$ cat src/hw/css_pkg.sv
// Purpose: shared constants and carriers for the compacted state save unit
// Assumes: one core clock, wishbone classic register access
// Notes: register offsets are byte addresses of 32-bit words
package css_pkg;
	// ---------------------------------------------------------------
	// register map
	// ---------------------------------------------------------------
	localparam logic [7:0] REG_CTRL = 8'h00;
	localparam logic [7:0] REG_STATUS = 8'h04;
	localparam logic [7:0] REG_MASK_LO = 8'h08;
	localparam logic [7:0] REG_MASK_HI = 8'h0c;
	localparam logic [7:0] REG_OSMASK_LO = 8'h10;
	localparam logic [7:0] REG_OSMASK_HI = 8'h14;
	localparam logic [7:0] REG_INUSE = 8'h18;
	localparam logic [7:0] REG_SIMD_CS = 8'h1c;
	localparam logic [7:0] REG_ADDR_LO = 8'h20;
	localparam logic [7:0] REG_ADDR_HI = 8'h24;
	localparam logic [7:0] REG_LIMIT = 8'h28;
	localparam logic [7:0] REG_ENV = 8'h2c;
	localparam logic [7:0] REG_HSV_LO = 8'h30;
	localparam logic [7:0] REG_HSV_HI = 8'h34;
	localparam logic [7:0] REG_HCV_LO = 8'h38;
	localparam logic [7:0] REG_HCV_HI = 8'h3c;
	localparam logic [7:0] REG_OPCODE = 8'h40;
	localparam logic [7:0] REG_WRITES = 8'h44;
	// ---------------------------------------------------------------
	// field positions
	// ---------------------------------------------------------------
	localparam int CTRL_GO = 0;
	localparam int CTRL_PAGE_FAULT = 1;
	localparam int ENV_TS = 3;
	localparam int ENV_OSXS = 18;
	localparam int ENV_SAVE_FEAT = 26;
	localparam int ENV_COMPACT_FEAT = 1;
	localparam int ENV_MODE_LSB = 4;
	localparam int ENV_CPL_LSB = 6;
	localparam int ENV_AC_EN = 8;
	localparam int ENV_STACK_SEG = 9;
	localparam int ENV_LOCK = 10;
	localparam int ENV_P66 = 11;
	localparam int ENV_PF3 = 12;
	localparam int ENV_PF2 = 13;
	localparam int ENV_REXW = 14;
	localparam int OP_REG_LSB = 16;
	localparam int OP_MOD_LSB = 19;
	localparam int COMP_X87 = 0;
	localparam int COMP_SSE = 1;
	localparam int COMP_AVX = 2;
	localparam int COMPACT_BIT = 63;
	// ---------------------------------------------------------------
	// constants
	// ---------------------------------------------------------------
	localparam logic [31:0] SIMD_CS_INIT = 32'h0000_1f80;
	localparam logic [5:0] SAVE_ALIGN_MASK = 6'h3f;
	localparam logic [63:0] REAL_TOP = 64'h0000_0000_0000_ffff;
	localparam logic [63:0] AREA_LEN_M1 = 64'h0000_0000_0000_023f;
	localparam logic [7:0] OPC_ESC = 8'h0f;
	localparam logic [7:0] OPC_GRP = 8'hc7;
	localparam logic [2:0] OPC_REG = 3'h4;
	localparam logic [1:0] MOD_REG = 2'h3;
	localparam logic [31:0] RESERVED_RD = 32'h0000_0000;
	localparam logic [31:0] CTRL_RST = 32'h0000_0000;
	localparam int CPL_USER = 3;
	localparam int CANON_TOP = 47;

	typedef enum logic [1:0] {
		MODE_REAL,
		MODE_PROT,
		MODE_V86_COMPAT,
		MODE_LONG
	} css_mode_t;

	typedef enum logic [3:0] {
		FLT_NONE = 4'h0,
		FLT_UD = 4'h1,
		FLT_NM = 4'h2,
		FLT_GP = 4'h3,
		FLT_SS = 4'h4,
		FLT_AC = 4'h5,
		FLT_PF = 4'h6
	} css_fault_t;

	// one store request to the memory path
	typedef struct packed {
		logic x87;
		logic sse;
		logic avx;
		logic hdr;
	} css_store_t;
endpackage : css_pkg

$ cat src/hw/css_unit.sv
// What this block does
// requested bitmap is mask pair AND os mask
// x87 saved when requested and in use
// sse saved if requested and used or control nondefault
// avx saved when requested and in use
// legacy bytes 511..464 never written
// header state vector is requested AND in use
// nondefault simd control forces state bit one
// compaction vector bit 63 set, low bits requested
// only the two header vectors are written
// extended region always uses compacted layout
// unaligned 64-byte destination raises protection fault
// upper halves of mask pair ignored
// segment limit overruns raise protection or stack fault
// task switched flag raises device unavailable
// missing feature or os enable is invalid opcode
// lock or 66 f3 f2 prefix is invalid opcode
// real mode operand beyond ffff faults
// noncanonical address faults, stack gives stack fault
// alignment check may replace protection fault at level 3
// v86 and compat use protected rules
// decode 0f c7 /4 memory, wide only long mode
// paging fault on store reports paging fault
// os mask lists only managed components
// all checks complete before any write
// arithmetic flags untouched
//
// Purpose: compacted state save execution unit behind wishbone registers
// Assumes: core environment bits are written by software before go
// Notes: store requests are one-cycle pulses on the store struct
//
// The implementer's own choices: the address map and the Wishbone register port.
`timescale 1ns/1ps
module css_unit (
	input wire logic clock,
	input wire logic rst_n,
	input wire logic [7:0] wb_adr_i,
	input wire logic [31:0] wb_dat_i,
	input wire logic [3:0] wb_sel_i,
	input wire logic wb_we_i,
	input wire logic wb_cyc_i,
	input wire logic wb_stb_i,
	output logic [31:0] wb_dat_o,
	output logic wb_ack_o,
	output css_pkg::css_store_t store_o,
	output logic store_valid_o,
	output logic busy_o,
	output logic [3:0] fault_o
);
	// ---------------------------------------------------------------
	// reset release
	// ---------------------------------------------------------------
	logic rst_s1_r;
	logic rst_s2_r;
	always_ff @(posedge clock or negedge rst_n) begin
		if (!rst_n) begin
			rst_s1_r <= 1'b0;
			rst_s2_r <= 1'b0;
		end else begin
			rst_s1_r <= 1'b1;
			rst_s2_r <= rst_s1_r;
		end
	end

	// ---------------------------------------------------------------
	// helpers
	// ---------------------------------------------------------------
	function automatic logic [31:0] wmerge(input logic [31:0] old,
		input logic [31:0] din, input logic [3:0] sel);
		logic [31:0] r;
		r = old;
		for (int i = 0; i < 4; i++) begin
			if (sel[i])
				r[8*i +: 8] = din[8*i +: 8];
		end
		return r;
	endfunction : wmerge

	function automatic logic canonical(input logic [63:0] a);
		return (a[63:css_pkg::CANON_TOP] == '0) ||
			(a[63:css_pkg::CANON_TOP] == '1);
	endfunction : canonical

	// ---------------------------------------------------------------
	// registers
	// ---------------------------------------------------------------
	logic [31:0] ctrl_r;
	logic [31:0] mask_lo_r;
	logic [31:0] mask_hi_r;
	logic [31:0] os_lo_r;
	logic [31:0] os_hi_r;
	logic [31:0] inuse_r;
	logic [31:0] simd_cs_r;
	logic [31:0] addr_lo_r;
	logic [31:0] addr_hi_r;
	logic [31:0] limit_r;
	logic [31:0] env_r;
	logic [31:0] opcode_r;
	logic [63:0] hsv_r;
	logic [63:0] hcv_r;
	logic [31:0] writes_r;
	logic wb_req;
	logic wr_go;
	assign wb_req = wb_cyc_i && wb_stb_i && !wb_ack_o;
	assign wr_go = wb_req && wb_we_i && wb_adr_i == css_pkg::REG_CTRL &&
		wb_sel_i[0] && wb_dat_i[css_pkg::CTRL_GO];

	always_ff @(posedge clock or negedge rst_s2_r) begin
		if (!rst_s2_r) begin
			ctrl_r <= css_pkg::CTRL_RST;
			mask_lo_r <= '0;
			mask_hi_r <= '0;
			os_lo_r <= '0;
			os_hi_r <= '0;
			inuse_r <= '0;
			simd_cs_r <= css_pkg::SIMD_CS_INIT;
			addr_lo_r <= '0;
			addr_hi_r <= '0;
			limit_r <= '0;
			env_r <= '0;
			opcode_r <= '0;
		end else if (wb_req && wb_we_i) begin
			case (wb_adr_i)
			css_pkg::REG_CTRL: ctrl_r <= wmerge(ctrl_r, wb_dat_i, wb_sel_i);
			css_pkg::REG_MASK_LO:
				mask_lo_r <= wmerge(mask_lo_r, wb_dat_i, wb_sel_i);
			css_pkg::REG_MASK_HI:
				mask_hi_r <= wmerge(mask_hi_r, wb_dat_i, wb_sel_i);
			css_pkg::REG_OSMASK_LO:
				os_lo_r <= wmerge(os_lo_r, wb_dat_i, wb_sel_i);
			css_pkg::REG_OSMASK_HI:
				os_hi_r <= wmerge(os_hi_r, wb_dat_i, wb_sel_i);
			css_pkg::REG_INUSE:
				inuse_r <= wmerge(inuse_r, wb_dat_i, wb_sel_i);
			css_pkg::REG_SIMD_CS:
				simd_cs_r <= wmerge(simd_cs_r, wb_dat_i, wb_sel_i);
			css_pkg::REG_ADDR_LO:
				addr_lo_r <= wmerge(addr_lo_r, wb_dat_i, wb_sel_i);
			css_pkg::REG_ADDR_HI:
				addr_hi_r <= wmerge(addr_hi_r, wb_dat_i, wb_sel_i);
			css_pkg::REG_LIMIT:
				limit_r <= wmerge(limit_r, wb_dat_i, wb_sel_i);
			css_pkg::REG_ENV: env_r <= wmerge(env_r, wb_dat_i, wb_sel_i);
			css_pkg::REG_OPCODE:
				opcode_r <= wmerge(opcode_r, wb_dat_i, wb_sel_i);
			default: ;
			endcase
		end
	end

	// ---------------------------------------------------------------
	// bitmaps and header vectors
	// ---------------------------------------------------------------
	css_pkg::css_mode_t mode;
	logic [63:0] mask_pair;
	logic [63:0] os_mask;
	logic [63:0] req_bm;
	logic [63:0] inuse64;
	logic simd_nondef;
	logic [63:0] addr;
	assign mode = css_pkg::css_mode_t'(env_r[css_pkg::ENV_MODE_LSB +: 2]);
	// 32-bit halves already; upper register bits never exist here
	assign mask_pair = {mask_hi_r, mask_lo_r};
	assign os_mask = {os_hi_r, os_lo_r};
	assign req_bm = mask_pair & os_mask;
	assign inuse64 = {32'h0000_0000, inuse_r};
	assign simd_nondef = simd_cs_r != css_pkg::SIMD_CS_INIT;
	assign addr = {addr_hi_r, addr_lo_r};

	logic [63:0] hsv_nxt;
	logic [63:0] hcv_nxt;
	always_comb begin
		hsv_nxt = req_bm & inuse64;
		if (req_bm[css_pkg::COMP_SSE] && simd_nondef)
			hsv_nxt[css_pkg::COMP_SSE] = 1'b1;
		hcv_nxt = req_bm;
		hcv_nxt[css_pkg::COMPACT_BIT] = 1'b1;
	end

	// ---------------------------------------------------------------
	// fault checks, in priority order
	// ---------------------------------------------------------------
	logic [7:0] opc_esc;
	logic [7:0] opc_grp;
	logic [2:0] opc_reg;
	logic [1:0] opc_mod;
	logic misaligned;
	logic [63:0] last_byte;
	logic user_ac;
	css_pkg::css_fault_t chk_fault;
	assign opc_esc = opcode_r[7:0];
	assign opc_grp = opcode_r[15:8];
	assign opc_reg = opcode_r[css_pkg::OP_REG_LSB +: 3];
	assign opc_mod = opcode_r[css_pkg::OP_MOD_LSB +: 2];
	assign misaligned = (addr[5:0] & css_pkg::SAVE_ALIGN_MASK) != 6'h00;
	assign last_byte = addr + css_pkg::AREA_LEN_M1;
	assign user_ac = env_r[css_pkg::ENV_AC_EN] &&
		env_r[css_pkg::ENV_CPL_LSB +: 2] == 2'(css_pkg::CPL_USER);

	always_comb begin
		chk_fault = css_pkg::FLT_NONE;
		if (opc_esc != css_pkg::OPC_ESC || opc_grp != css_pkg::OPC_GRP ||
			opc_reg != css_pkg::OPC_REG || opc_mod == css_pkg::MOD_REG ||
			(env_r[css_pkg::ENV_REXW] && mode != css_pkg::MODE_LONG))
			chk_fault = css_pkg::FLT_UD;
		else if (env_r[css_pkg::ENV_LOCK] || env_r[css_pkg::ENV_P66] ||
			env_r[css_pkg::ENV_PF3] || env_r[css_pkg::ENV_PF2])
			chk_fault = css_pkg::FLT_UD;
		else if (!env_r[css_pkg::ENV_SAVE_FEAT] ||
			!env_r[css_pkg::ENV_COMPACT_FEAT] ||
			!env_r[css_pkg::ENV_OSXS])
			chk_fault = css_pkg::FLT_UD;
		else if (env_r[css_pkg::ENV_TS])
			chk_fault = css_pkg::FLT_NM;
		else if (misaligned)
			// alignment check offered only in user mode with checking on
			chk_fault = user_ac ? css_pkg::FLT_AC : css_pkg::FLT_GP;
		else begin
			case (mode)
			css_pkg::MODE_REAL:
				if (last_byte > css_pkg::REAL_TOP || last_byte < addr)
					chk_fault = css_pkg::FLT_GP;
			css_pkg::MODE_PROT, css_pkg::MODE_V86_COMPAT:
				if (last_byte > {32'h0000_0000, limit_r} ||
					last_byte < addr)
					chk_fault = env_r[css_pkg::ENV_STACK_SEG] ?
						css_pkg::FLT_SS : css_pkg::FLT_GP;
			css_pkg::MODE_LONG:
				if (!canonical(addr) || !canonical(last_byte))
					chk_fault = env_r[css_pkg::ENV_STACK_SEG] ?
						css_pkg::FLT_SS : css_pkg::FLT_GP;
			default: chk_fault = css_pkg::FLT_GP;
			endcase
		end
	end

	// ---------------------------------------------------------------
	// sequencer: check, then x87, sse, avx, header
	// ---------------------------------------------------------------
	typedef enum logic [2:0] {
		ST_IDLE,
		ST_CHECK,
		ST_X87,
		ST_SSE,
		ST_AVX,
		ST_HDR
	} css_state_t;
	css_state_t state_r;
	css_state_t state_nxt;
	logic fault_hit;
	logic pf_now;
	assign fault_hit = chk_fault != css_pkg::FLT_NONE;
	// paging fault injected by software through control bit CTRL_PAGE_FAULT
	assign pf_now = ctrl_r[css_pkg::CTRL_PAGE_FAULT];

	always_comb begin
		state_nxt = state_r;
		case (state_r)
		ST_IDLE: if (wr_go) state_nxt = ST_CHECK;
		ST_CHECK: state_nxt = fault_hit ? ST_IDLE : ST_X87;
		ST_X87: state_nxt = pf_now ? ST_IDLE : ST_SSE;
		ST_SSE: state_nxt = pf_now ? ST_IDLE : ST_AVX;
		ST_AVX: state_nxt = pf_now ? ST_IDLE : ST_HDR;
		ST_HDR: state_nxt = ST_IDLE;
		default: state_nxt = ST_IDLE;
		endcase
	end

	always_ff @(posedge clock or negedge rst_s2_r) begin
		if (!rst_s2_r)
			state_r <= ST_IDLE;
		else
			state_r <= state_nxt;
	end

	// store pulses; legacy tail bytes have no request kind at all
	css_pkg::css_store_t store_nxt;
	always_comb begin
		store_nxt = '0;
		case (state_r)
		ST_X87: store_nxt.x87 = !pf_now && req_bm[css_pkg::COMP_X87] &&
			inuse_r[css_pkg::COMP_X87];
		ST_SSE: store_nxt.sse = !pf_now && req_bm[css_pkg::COMP_SSE] &&
			(inuse_r[css_pkg::COMP_SSE] || simd_nondef);
		ST_AVX: store_nxt.avx = !pf_now && req_bm[css_pkg::COMP_AVX] &&
			inuse_r[css_pkg::COMP_AVX];
		ST_HDR: store_nxt.hdr = 1'b1;
		default: store_nxt = '0;
		endcase
	end

	always_ff @(posedge clock or negedge rst_s2_r) begin
		if (!rst_s2_r) begin
			store_o <= '0;
			store_valid_o <= 1'b0;
		end else begin
			store_o <= store_nxt;
			store_valid_o <= |store_nxt;
		end
	end

	// header vectors latched once checks pass
	always_ff @(posedge clock or negedge rst_s2_r) begin
		if (!rst_s2_r) begin
			hsv_r <= '0;
			hcv_r <= '0;
		end else if (state_r == ST_CHECK && !fault_hit) begin
			hsv_r <= hsv_nxt;
			hcv_r <= hcv_nxt;
		end
	end

	always_ff @(posedge clock or negedge rst_s2_r) begin
		if (!rst_s2_r)
			writes_r <= '0;
		else if (wr_go && state_r == ST_IDLE)
			writes_r <= '0;
		else if (|store_nxt)
			writes_r <= writes_r + 32'h0000_0001;
	end

	// fault code; flags are never touched by this unit
	always_ff @(posedge clock or negedge rst_s2_r) begin
		if (!rst_s2_r)
			fault_o <= css_pkg::FLT_NONE;
		else if (wr_go && state_r == ST_IDLE)
			fault_o <= css_pkg::FLT_NONE;
		else if (state_r == ST_CHECK)
			fault_o <= chk_fault;
		else if (pf_now && (state_r == ST_X87 || state_r == ST_SSE ||
			state_r == ST_AVX))
			fault_o <= css_pkg::FLT_PF;
	end

	always_ff @(posedge clock or negedge rst_s2_r) begin
		if (!rst_s2_r)
			busy_o <= 1'b0;
		else
			busy_o <= state_nxt != ST_IDLE;
	end

	// ---------------------------------------------------------------
	// wishbone answer, one cycle after the request
	// ---------------------------------------------------------------
	always_ff @(posedge clock or negedge rst_s2_r) begin
		if (!rst_s2_r) begin
			wb_ack_o <= 1'b0;
			wb_dat_o <= '0;
		end else begin
			wb_ack_o <= wb_req;
			case (wb_adr_i)
			css_pkg::REG_CTRL: wb_dat_o <= ctrl_r;
			css_pkg::REG_STATUS:
				wb_dat_o <= {27'h0000000, fault_o, busy_o};
			css_pkg::REG_MASK_LO: wb_dat_o <= mask_lo_r;
			css_pkg::REG_MASK_HI: wb_dat_o <= mask_hi_r;
			css_pkg::REG_OSMASK_LO: wb_dat_o <= os_lo_r;
			css_pkg::REG_OSMASK_HI: wb_dat_o <= os_hi_r;
			css_pkg::REG_INUSE: wb_dat_o <= inuse_r;
			css_pkg::REG_SIMD_CS: wb_dat_o <= simd_cs_r;
			css_pkg::REG_ADDR_LO: wb_dat_o <= addr_lo_r;
			css_pkg::REG_ADDR_HI: wb_dat_o <= addr_hi_r;
			css_pkg::REG_LIMIT: wb_dat_o <= limit_r;
			css_pkg::REG_ENV: wb_dat_o <= env_r;
			css_pkg::REG_HSV_LO: wb_dat_o <= hsv_r[31:0];
			css_pkg::REG_HSV_HI: wb_dat_o <= hsv_r[63:32];
			css_pkg::REG_HCV_LO: wb_dat_o <= hcv_r[31:0];
			css_pkg::REG_HCV_HI: wb_dat_o <= hcv_r[63:32];
			css_pkg::REG_OPCODE: wb_dat_o <= opcode_r;
			css_pkg::REG_WRITES: wb_dat_o <= writes_r;
			default: wb_dat_o <= css_pkg::RESERVED_RD;
			endcase
		end
	end
endmodule : css_unit

$ cat config.mk
export PLATFORM = sky130hd
export DESIGN_NAME = css_unit
export DESIGN_NICKNAME = d
export VERILOG_FILES = /design/src/hw/css_pkg.sv /design/src/hw/css_unit.sv
export SDC_FILE = /design/constraint.sdc
export NUM_CORES = 1
export LEC_CHECK = 0
export ABC_AREA = 1
export BUFFER_PORTS_ARGS = -buffer_cell sky130_fd_sc_hd__clkbuf_2
export CELL_PAD_IN_SITES_DETAIL_PLACEMENT = 2
export CELL_PAD_IN_SITES_GLOBAL_PLACEMENT = 2
export CORE_MARGIN = 5
export CORE_UTILIZATION = 31
export CTS_BUF_LIST = sky130_fd_sc_hd__clkbuf_16
export DETAILED_ROUTE_END_ITERATION = 12
export GPL_TIMING_DRIVEN = 0
export PLACE_DENSITY = 0.81
export REMOVE_ABC_BUFFERS = 1
export SLEW_MARGIN = 20
export SYNTH_ARGS = -nofsm -noshare
export SYNTH_HDL_FRONTEND = slang
export SYNTH_SLANG_ARGS = --single-unit
$ cat constraint.sdc
create_clock -name clock -period 15.54 [get_ports clock]
set_clock_uncertainty 0.1 [all_clocks]
set_input_delay 1.554 -clock clock [delete_from_list [all_inputs] [get_ports clock]]
set_output_delay 1.554 -clock clock [all_outputs]
set_load 0.005 [all_outputs]
==> summary.txt, run 1 <==
Outcome
  • Result of the run: finished clean

Power
  • Comb power frac: 0.039
  • PD cells: around 95 mW/mm^2
  • Total power: 0.00318 W
  • Net Sw Frac: 0.249
  • LEAKAGE: 16.1 nW
  • VDD IR max: roughly 0.069 mV
  • Clock power frac: 0.497
  • Net Sw Power: a little under 0.0008 W
  • Internal power: between 0.002 and 0.0025 W
  • Reg power frac: 0.464

Critical path
  • Worst Setup Path Type: flop to flop
  • Reg2Reg Setup Slack: ~6.3 ns
  • R2R Path End: hcv_r[47]
  • Startpoint types: flop
  • Crit. End Element: flop
  • Critical Path End: hcv_r[47]
  • CP peak stage delay: between 0.7 and 0.8 ns
  • CP Max Fanout: 98
  • Slowest cell on crit path: inv_4
  • Reg2reg path depth: 35
  • Critical path required time: 15.96 ns
  • R2r startpoint: addr_lo_r[0]
  • Crit-path most repeated cell: nand2_1
  • CP arrival: 9.63 ns
  • Worst Setup SP: addr_lo_r[0]

Routing
  • Routed Antenna Nets: 0
  • DRC: 0
  • Drt total wl: roughly 130 mm
  • Via count: 28,000
  • Vias per cell: roughly 5.6
  • WL/cell: 25.9 um
  • DR iter-0 viols: between 2,000 and 2,500
  • Drt pass-1 iters: 5

Yosys
  • Netlist cell types: 57
  • Share of the synthesized area in the top cell type: 0.476
  • Ys async rst share: 1.00
  • Post-Syn Instances: about 3,700
  • Fraction of the mapped netlist area in simple logic gates: 0.251
  • Main synth FF type: dfrtp_1
  • Main area contributors after synthesis: dfrtp_1 48%, nand2_1 15%, o21ai_0 7.9%, inv_1 5.3%, ha_1 2.9%
  • EDFF count, synth: 0
  • Compound-cell area share of the yosys netlist: 0.141
  • Area share of fa/ha/maj cells after synthesis: 0.0293
  • Syn. warnings: 0
  • Post-Syn Area: just under 0.03 mm^2
  • Post-synthesis sequential area ratio: 0.482
  • Cell taking the most area after synthesis: dfrtp_1
  • Mux cell area share after synthesis: 0
  • XOR/XNOR share of the synthesized area: 0.0172
  • Flops & latches, synth: roughly 560
  • Syn Area/Cell: ~7.8 um^2
  • Largest family of logic cells by synthesized area: simple AND/OR/NAND/NOR gates

Final layout
  • # diodes: 0
  • # fillers: about 11,000
  • Ratio of cells with drive above 1 in the final layout: 0.0747
  • Fin util: 0.360
  • Largest reg by FF count: hcv_r
  • Final design area excluding fillers: between 0.03 and 0.04 mm^2
  • Nets: 3,856
  • Max FFs per register: 64
  • Post-Layout Cell Count: approximately 5,000
  • Area grow syn2layout: 15.3%

Global route
  • Antenna violations before repair: 3
  • Largest net degree at the start of global routing: between 90 and 100
  • Vias in the first global route: approximately 31,000
  • GRT Util Overall: 0.259
  • Global-route wire length before repair: between 150 and 200 mm
  • Grt total ovfl: 0

Floorplanning
  • Core outline area: about 0.093 mm^2
  • Initial core utilization: 0.312
  • Die Y-Extent: 316 um
  • Row count: ~110
  • Die W: approximately 320 um
  • # IOs: 92
  • Die area: roughly 0.1 mm^2

Place
  • Buffers added on ports: 90
  • Final HPWL DP: ~96 mm
  • Placed cells: 4,922
  • Routability Congestion: between 0.9 and 1
  • Area after DPL: 0.0314 mm^2

Run
  • Maxcap violations: 0

CTS
  • # Post-CTS Setup Buffers: 0
  • Root Buffer: clkbuf_16
  • Post-cts resize count: 0
  • Clk sinks: about 560
  • CTS H-Tree Depth: 3
  • Max clock buf depth: 3
  • CTS clk-pin slew, worst paths: about 0.070 ns
  • TritonCTS Buffers: between 60 and 70
  • Clk_lat worst skew: about 0.65 ns
  • Hold_buf cts: 0
  • CTS tree: done

Timing
  • Final Max Slew Viols: 0
  • Slew @ Worst Pin: between 1 and 1.5 ns
  • Fin crit share: 0.593
  • RSZ-0062 raised after global routing: no
  • Final Hold Vio Count: 0
  • Final setup viols: 0
  • Headroom to the max-slew limit: 0.241
  • Final Critical Period: ~9.2 ns
  • Max Fclk: roughly 110 MHz

Min path
  • Hold Crit Class: flop to asynchronous set/reset pin
==> area by class of cell <==
type / count / area [um^2] / area share
Clock inverter: 51 / 360 / 0.0108
Clock buffer: 71 / 1780 / 0.0530
Inverter: 416 / 1560 / 0.0467
Sequential cell: 559 / 14000 / 0.418
Timing Repair Buffer: 130 / 1360 / 0.0405
Multi-Input combinational cell: 2563 / 12900 / 0.384
Tap cell: 1254 / 1570 / 0.0468
==> worst max-delay path: cells and delay by family (launching register included) <==
family,cells,cell delay [ns]
adders and majority gates,2,0.61
AOI/OAI and AO/OA,2,0.48
buffers and inverters,3,1.02
and+or+nand+nor,27,6.21
DFF,1,0.41
xor gates and xnor gates,1,0.14
==> how the worst min path moves through the flow <==
stage | from | endpoint | cells past startpoint
CTS | rst_s2_r | wb_dat_o[5] | 0
finish | rst_s2_r | wb_dat_o[5] | 0
detailed placement | rst_s2_r | wb_dat_o[5] | 0
global placement | rst_s1_r | rst_s2_r | 0
global route | rst_s2_r | wb_dat_o[5] | 0
floorplan | rst_s1_r | rst_s2_r | 0
==> stage by stage <==
stage                      TNS, ns  setup slack, ns  hold WS, ns
after detailed placement         0             6.69        0.191
after CTS                        0             6.54        0.196
after global routing             0             6.04        0.207
final                            0             6.33        0.177
after floorplan            -707.48            -1.28        0.231
after global placement    -5101.57            -9.37        0.236
==> synth_stat cells (47+ instances only) <==
| master | count |
|---|---|
| clkbuf_1 | 135 |
| dfrtp_1 | 553 |
| nand2_1 | 1176 |
| o21ai_0 | 459 |
| a221oi_1 | 52 |
| inv_1 | 409 |
| xor2_1 | 47 |
| nand4_1 | 112 |
| ha_1 | 68 |
| nor2_1 | 186 |
| nand3_1 | 134 |
| nor3_1 | 57 |
==> cell families after synthesis <==
family,Yosys count
AND/OR/NAND/NOR,1739
AO/OA/AOI/OAI,697
buffers and inverters,585
flip-flops,559
adder cells (fa/ha/maj),68
XOR/XNOR,57
other,2
==> layout by cell type, fill, tap and decap left out, drive strengths merged, types with 19 or more instances in the layout <==
cell type	Yosys	layout
nor2	198	198
a21oi	41	41
a221oi	52	52
dfrtp	553	553
clkbuf	136	161
nand2	1183	1183
a22o	19	19
nor4	33	33
o22ai	38	38
o21ai	462	462
ha	68	68
nand4	112	112
inv	416	434
nor3	62	62
clkinv	0	26
nand3	136	136
xor2	47	47
buf	33	40
o2111ai	25	25
==> power groups by stage <==
stage	clock network [W]	logic (W)	registers (W)
2_1_floorplan	0	0.0000399	0.00152
3_3_place_gp	0	0.0000795	0.00153
3_5_place_dp	0	0.000124	0.00150
4_1_cts	0.00161	0.000126	0.00147
5_1_grt	0.00167	0.000137	0.00147
6_report	0.00158	0.000125	0.00147
==> metal layers <==
metal / global-route usage / vias to the layer above / routed length, um
met1: 0.335 / 14800 / 56900
met2: 0.445 / 692 / 63300
met5: 0 / - / 8
met4: 0.107 / 2 / 5700
li1: - / 12300 / -
met3: 0.0277 / 226 / 4970
(Power assumes the default switching activity.)
==> run 2: changes to the inputs <==
--- a/config.mk
+++ b/config.mk
@@ -14,7 +14,7 @@
 export CTS_BUF_LIST = sky130_fd_sc_hd__clkbuf_16
 export DETAILED_ROUTE_END_ITERATION = 12
 export GPL_TIMING_DRIVEN = 0
-export PLACE_DENSITY = 0.81
+export PLACE_DENSITY = 0.79
 export REMOVE_ABC_BUFFERS = 1
 export SLEW_MARGIN = 20
 export SYNTH_ARGS = -nofsm -noshare
==> constraint.sdc (replaced) <==
create_clock -name clock -period 9.25 [get_ports clock]
set_clock_uncertainty 0.1 [all_clocks]
set_input_delay 0.925 -clock clock [delete_from_list [all_inputs] [get_ports clock]]
set_output_delay 0.925 -clock clock [all_outputs]
set_load 0.005 [all_outputs]
==> summary.txt, run 2 (synthesized netlist as in run 1, its figures left out) <==
Global route
  • Global-route wire length before repair: between 150 and 200 mm
  • Antenna violations before repair: 3
  • Vias in the first global route: 30,400
  • Met1 GRT Util: 0.340
  • Met2 Use GR: 0.435
  • Grt total ovfl: 0
  • Largest net degree at the start of global routing: ~100
  • GR Util met3: 0.0299
  • GRT Util Overall: 0.258
  • Busiest grt layer: met2

Place
  • Buffers added on ports: 90
  • Worst slack, placed: ~0.45 ns
  • Final HPWL DP: around 96 mm
  • Routability Congestion: 0.946
  • Area after DPL: 0.0314 mm^2

Power
  • Net Sw Frac: 0.247
  • Internal power: between 0.003 and 0.004 W
  • Net Sw Power: about 0.0013 W
  • LEAKAGE: ~16 nW
  • Clock power frac: 0.492
  • VDD IR max: 0.106 mV
  • Comb power frac: 0.039
  • Total power: between 0.005 and 0.006 W
  • Reg power frac: 0.469
  • PD cells: between 150 and 200 mW/mm^2

Timing
  • Setup_tns: 0 ns
  • Final WS setup: 0.423 ns
  • Final Max Slew Viols: 0
  • RSZ-0062 raised after global routing: no
  • Fin crit share: 0.954
  • Headroom to the max-slew limit: 0.252
  • Final setup viols: 0
  • Final Hold Vio Count: 0
  • Max Fclk: between 100 and 150 MHz
  • Slew @ Worst Pin: roughly 1.1 ns
  • Final Critical Period: between 8 and 9 ns

Floorplanning
  • Die area: 0.100 mm^2
  • Core outline area: ~0.093 mm^2
  • Die W: about 320 um
  • Row count: about 110
  • # IOs: 92
  • Initial core utilization: 0.312
  • Die Y-Extent: approximately 320 um

Routing
  • DRC: 0
  • Via count: roughly 28,000
  • Routed Antenna Nets: 0
  • Drt pass-1 iters: 5
  • Vias per cell: approximately 5.5
  • WL/cell: 25.9 um
  • Drt total wl: 131 mm
  • DR iter-0 viols: approximately 1,800

CTS
  • CTS tree: done
  • Clk_lat worst skew: 0.64 ns
  • CTS H-Tree Depth: 3
  • TritonCTS Buffers: just under 70
  • Root Buffer: clkbuf_16
  • Clk sinks: approximately 560
  • Max clock buf depth: 3
  • CTS clk-pin slew, worst paths: roughly 0.06 ns

Final layout
  • Area grow syn2layout: 15.3%
  • Fin util: 0.360
  • # fillers: 10,700
  • Nets: slightly below 4,000
  • Commonest non-fill, non-tap cell in the layout: nand2_1
  • Max FFs per register: 64
  • Most frequent cells in the layout: 1,175 x nand2_1, 552 x dfrtp_1, 459 x o21ai_0
  • Largest reg by FF count: hcv_r
  • Ratio of cells with drive above 1 in the final layout: 0.0736
  • Final design area excluding fillers: roughly 0.034 mm^2

Run
  • Maxcap violations: 0

Outcome
  • Result of the run: finished clean

Critical path
  • Worst Setup Path Type: flop to flop
  • Critical path required time: a little under 10 ns
  • Startpoint types: flop
  • Crit. End Element: flop
  • Worst Path Buf+Inv: 4
  • CP arrival: 9.23 ns
  • Crit path depth: 36
  • R2r startpoint: addr_lo_r[0]
  • Crit-path most repeated cell: nand3_1
  • Kind of cell adding the most delay to the critical path: simple AND/OR/NAND/NOR gates
  • CP Max Fanout: 98
  • CP peak stage delay: roughly 0.57 ns
  • R2R Path End: hcv_r[61]
  • Worst Setup SP: addr_lo_r[0]
  • Slowest cell on crit path: inv_6
  • Reg2Reg Setup Slack: about 0.42 ns
  • Reg2reg path depth: 36

Min path
  • Hold Crit Class: flop to asynchronous set/reset pin
-- run 2: per-layer routing --
layer,vias up,wire [um]
met2,645,62100
met4,2,5480
li1,12300,-
met3,211,5440
met5,-,13
met1,14600,57500
-- run 2: metrics by stage --
step                      hold WS, ns  cells
after floorplan                 0.231   3538
after global placement          0.235   4882
after detailed placement        0.244   4921
after CTS                       0.257   5041
after global routing            0.279   5045
final                           0.251   5047
-- run 2: timing repair --
item	in CTS	in global routing
hold buffers	1	0
endpoints found under the setup margin	0	97
buffers inserted	0	4
resized for setup	0	1
endpoints found under the hold margin	2	0
-- run 2: cell type report --
cell class | instances | area [um^2] | share of cell area
antenna | 2 | 5.00 | 0.000149
clock buffer | 71 | 1780 | 0.0530
clock inverter | 48 | 315 | 0.00941
inverter | 416 | 1570 | 0.0468
multi-input combinational | 2563 | 12900 | 0.384
sequential | 559 | 14000 | 0.418
tap | 1254 | 1570 | 0.0468
timing repair buffer | 134 | 1390 | 0.0416
-- run 2: worst max-delay path by stage --
stage	to	slack [ns]
floorplan	addr_hi_r[0]	-7.57
global placement	ctrl_r[24]	-15.81
detailed placement	hsv_r[13]	0.45
CTS	hcv_r[61]	0.22
global route	hcv_r[61]	0.02
finish	hcv_r[61]	0.42
-- run 2: power groups by stage --
stage | Sequential (W) | Clock, W | Combinational, W
after global placement | 0.00257 | 0 | 0.000133
after floorplan | 0.00255 | 0 | 0.0000670
after detailed placement | 0.00252 | 0 | 0.000206
after global routing | 0.00248 | 0.00275 | 0.000228
after CTS | 0.00248 | 0.00265 | 0.000208
final | 0.00248 | 0.00260 | 0.000206
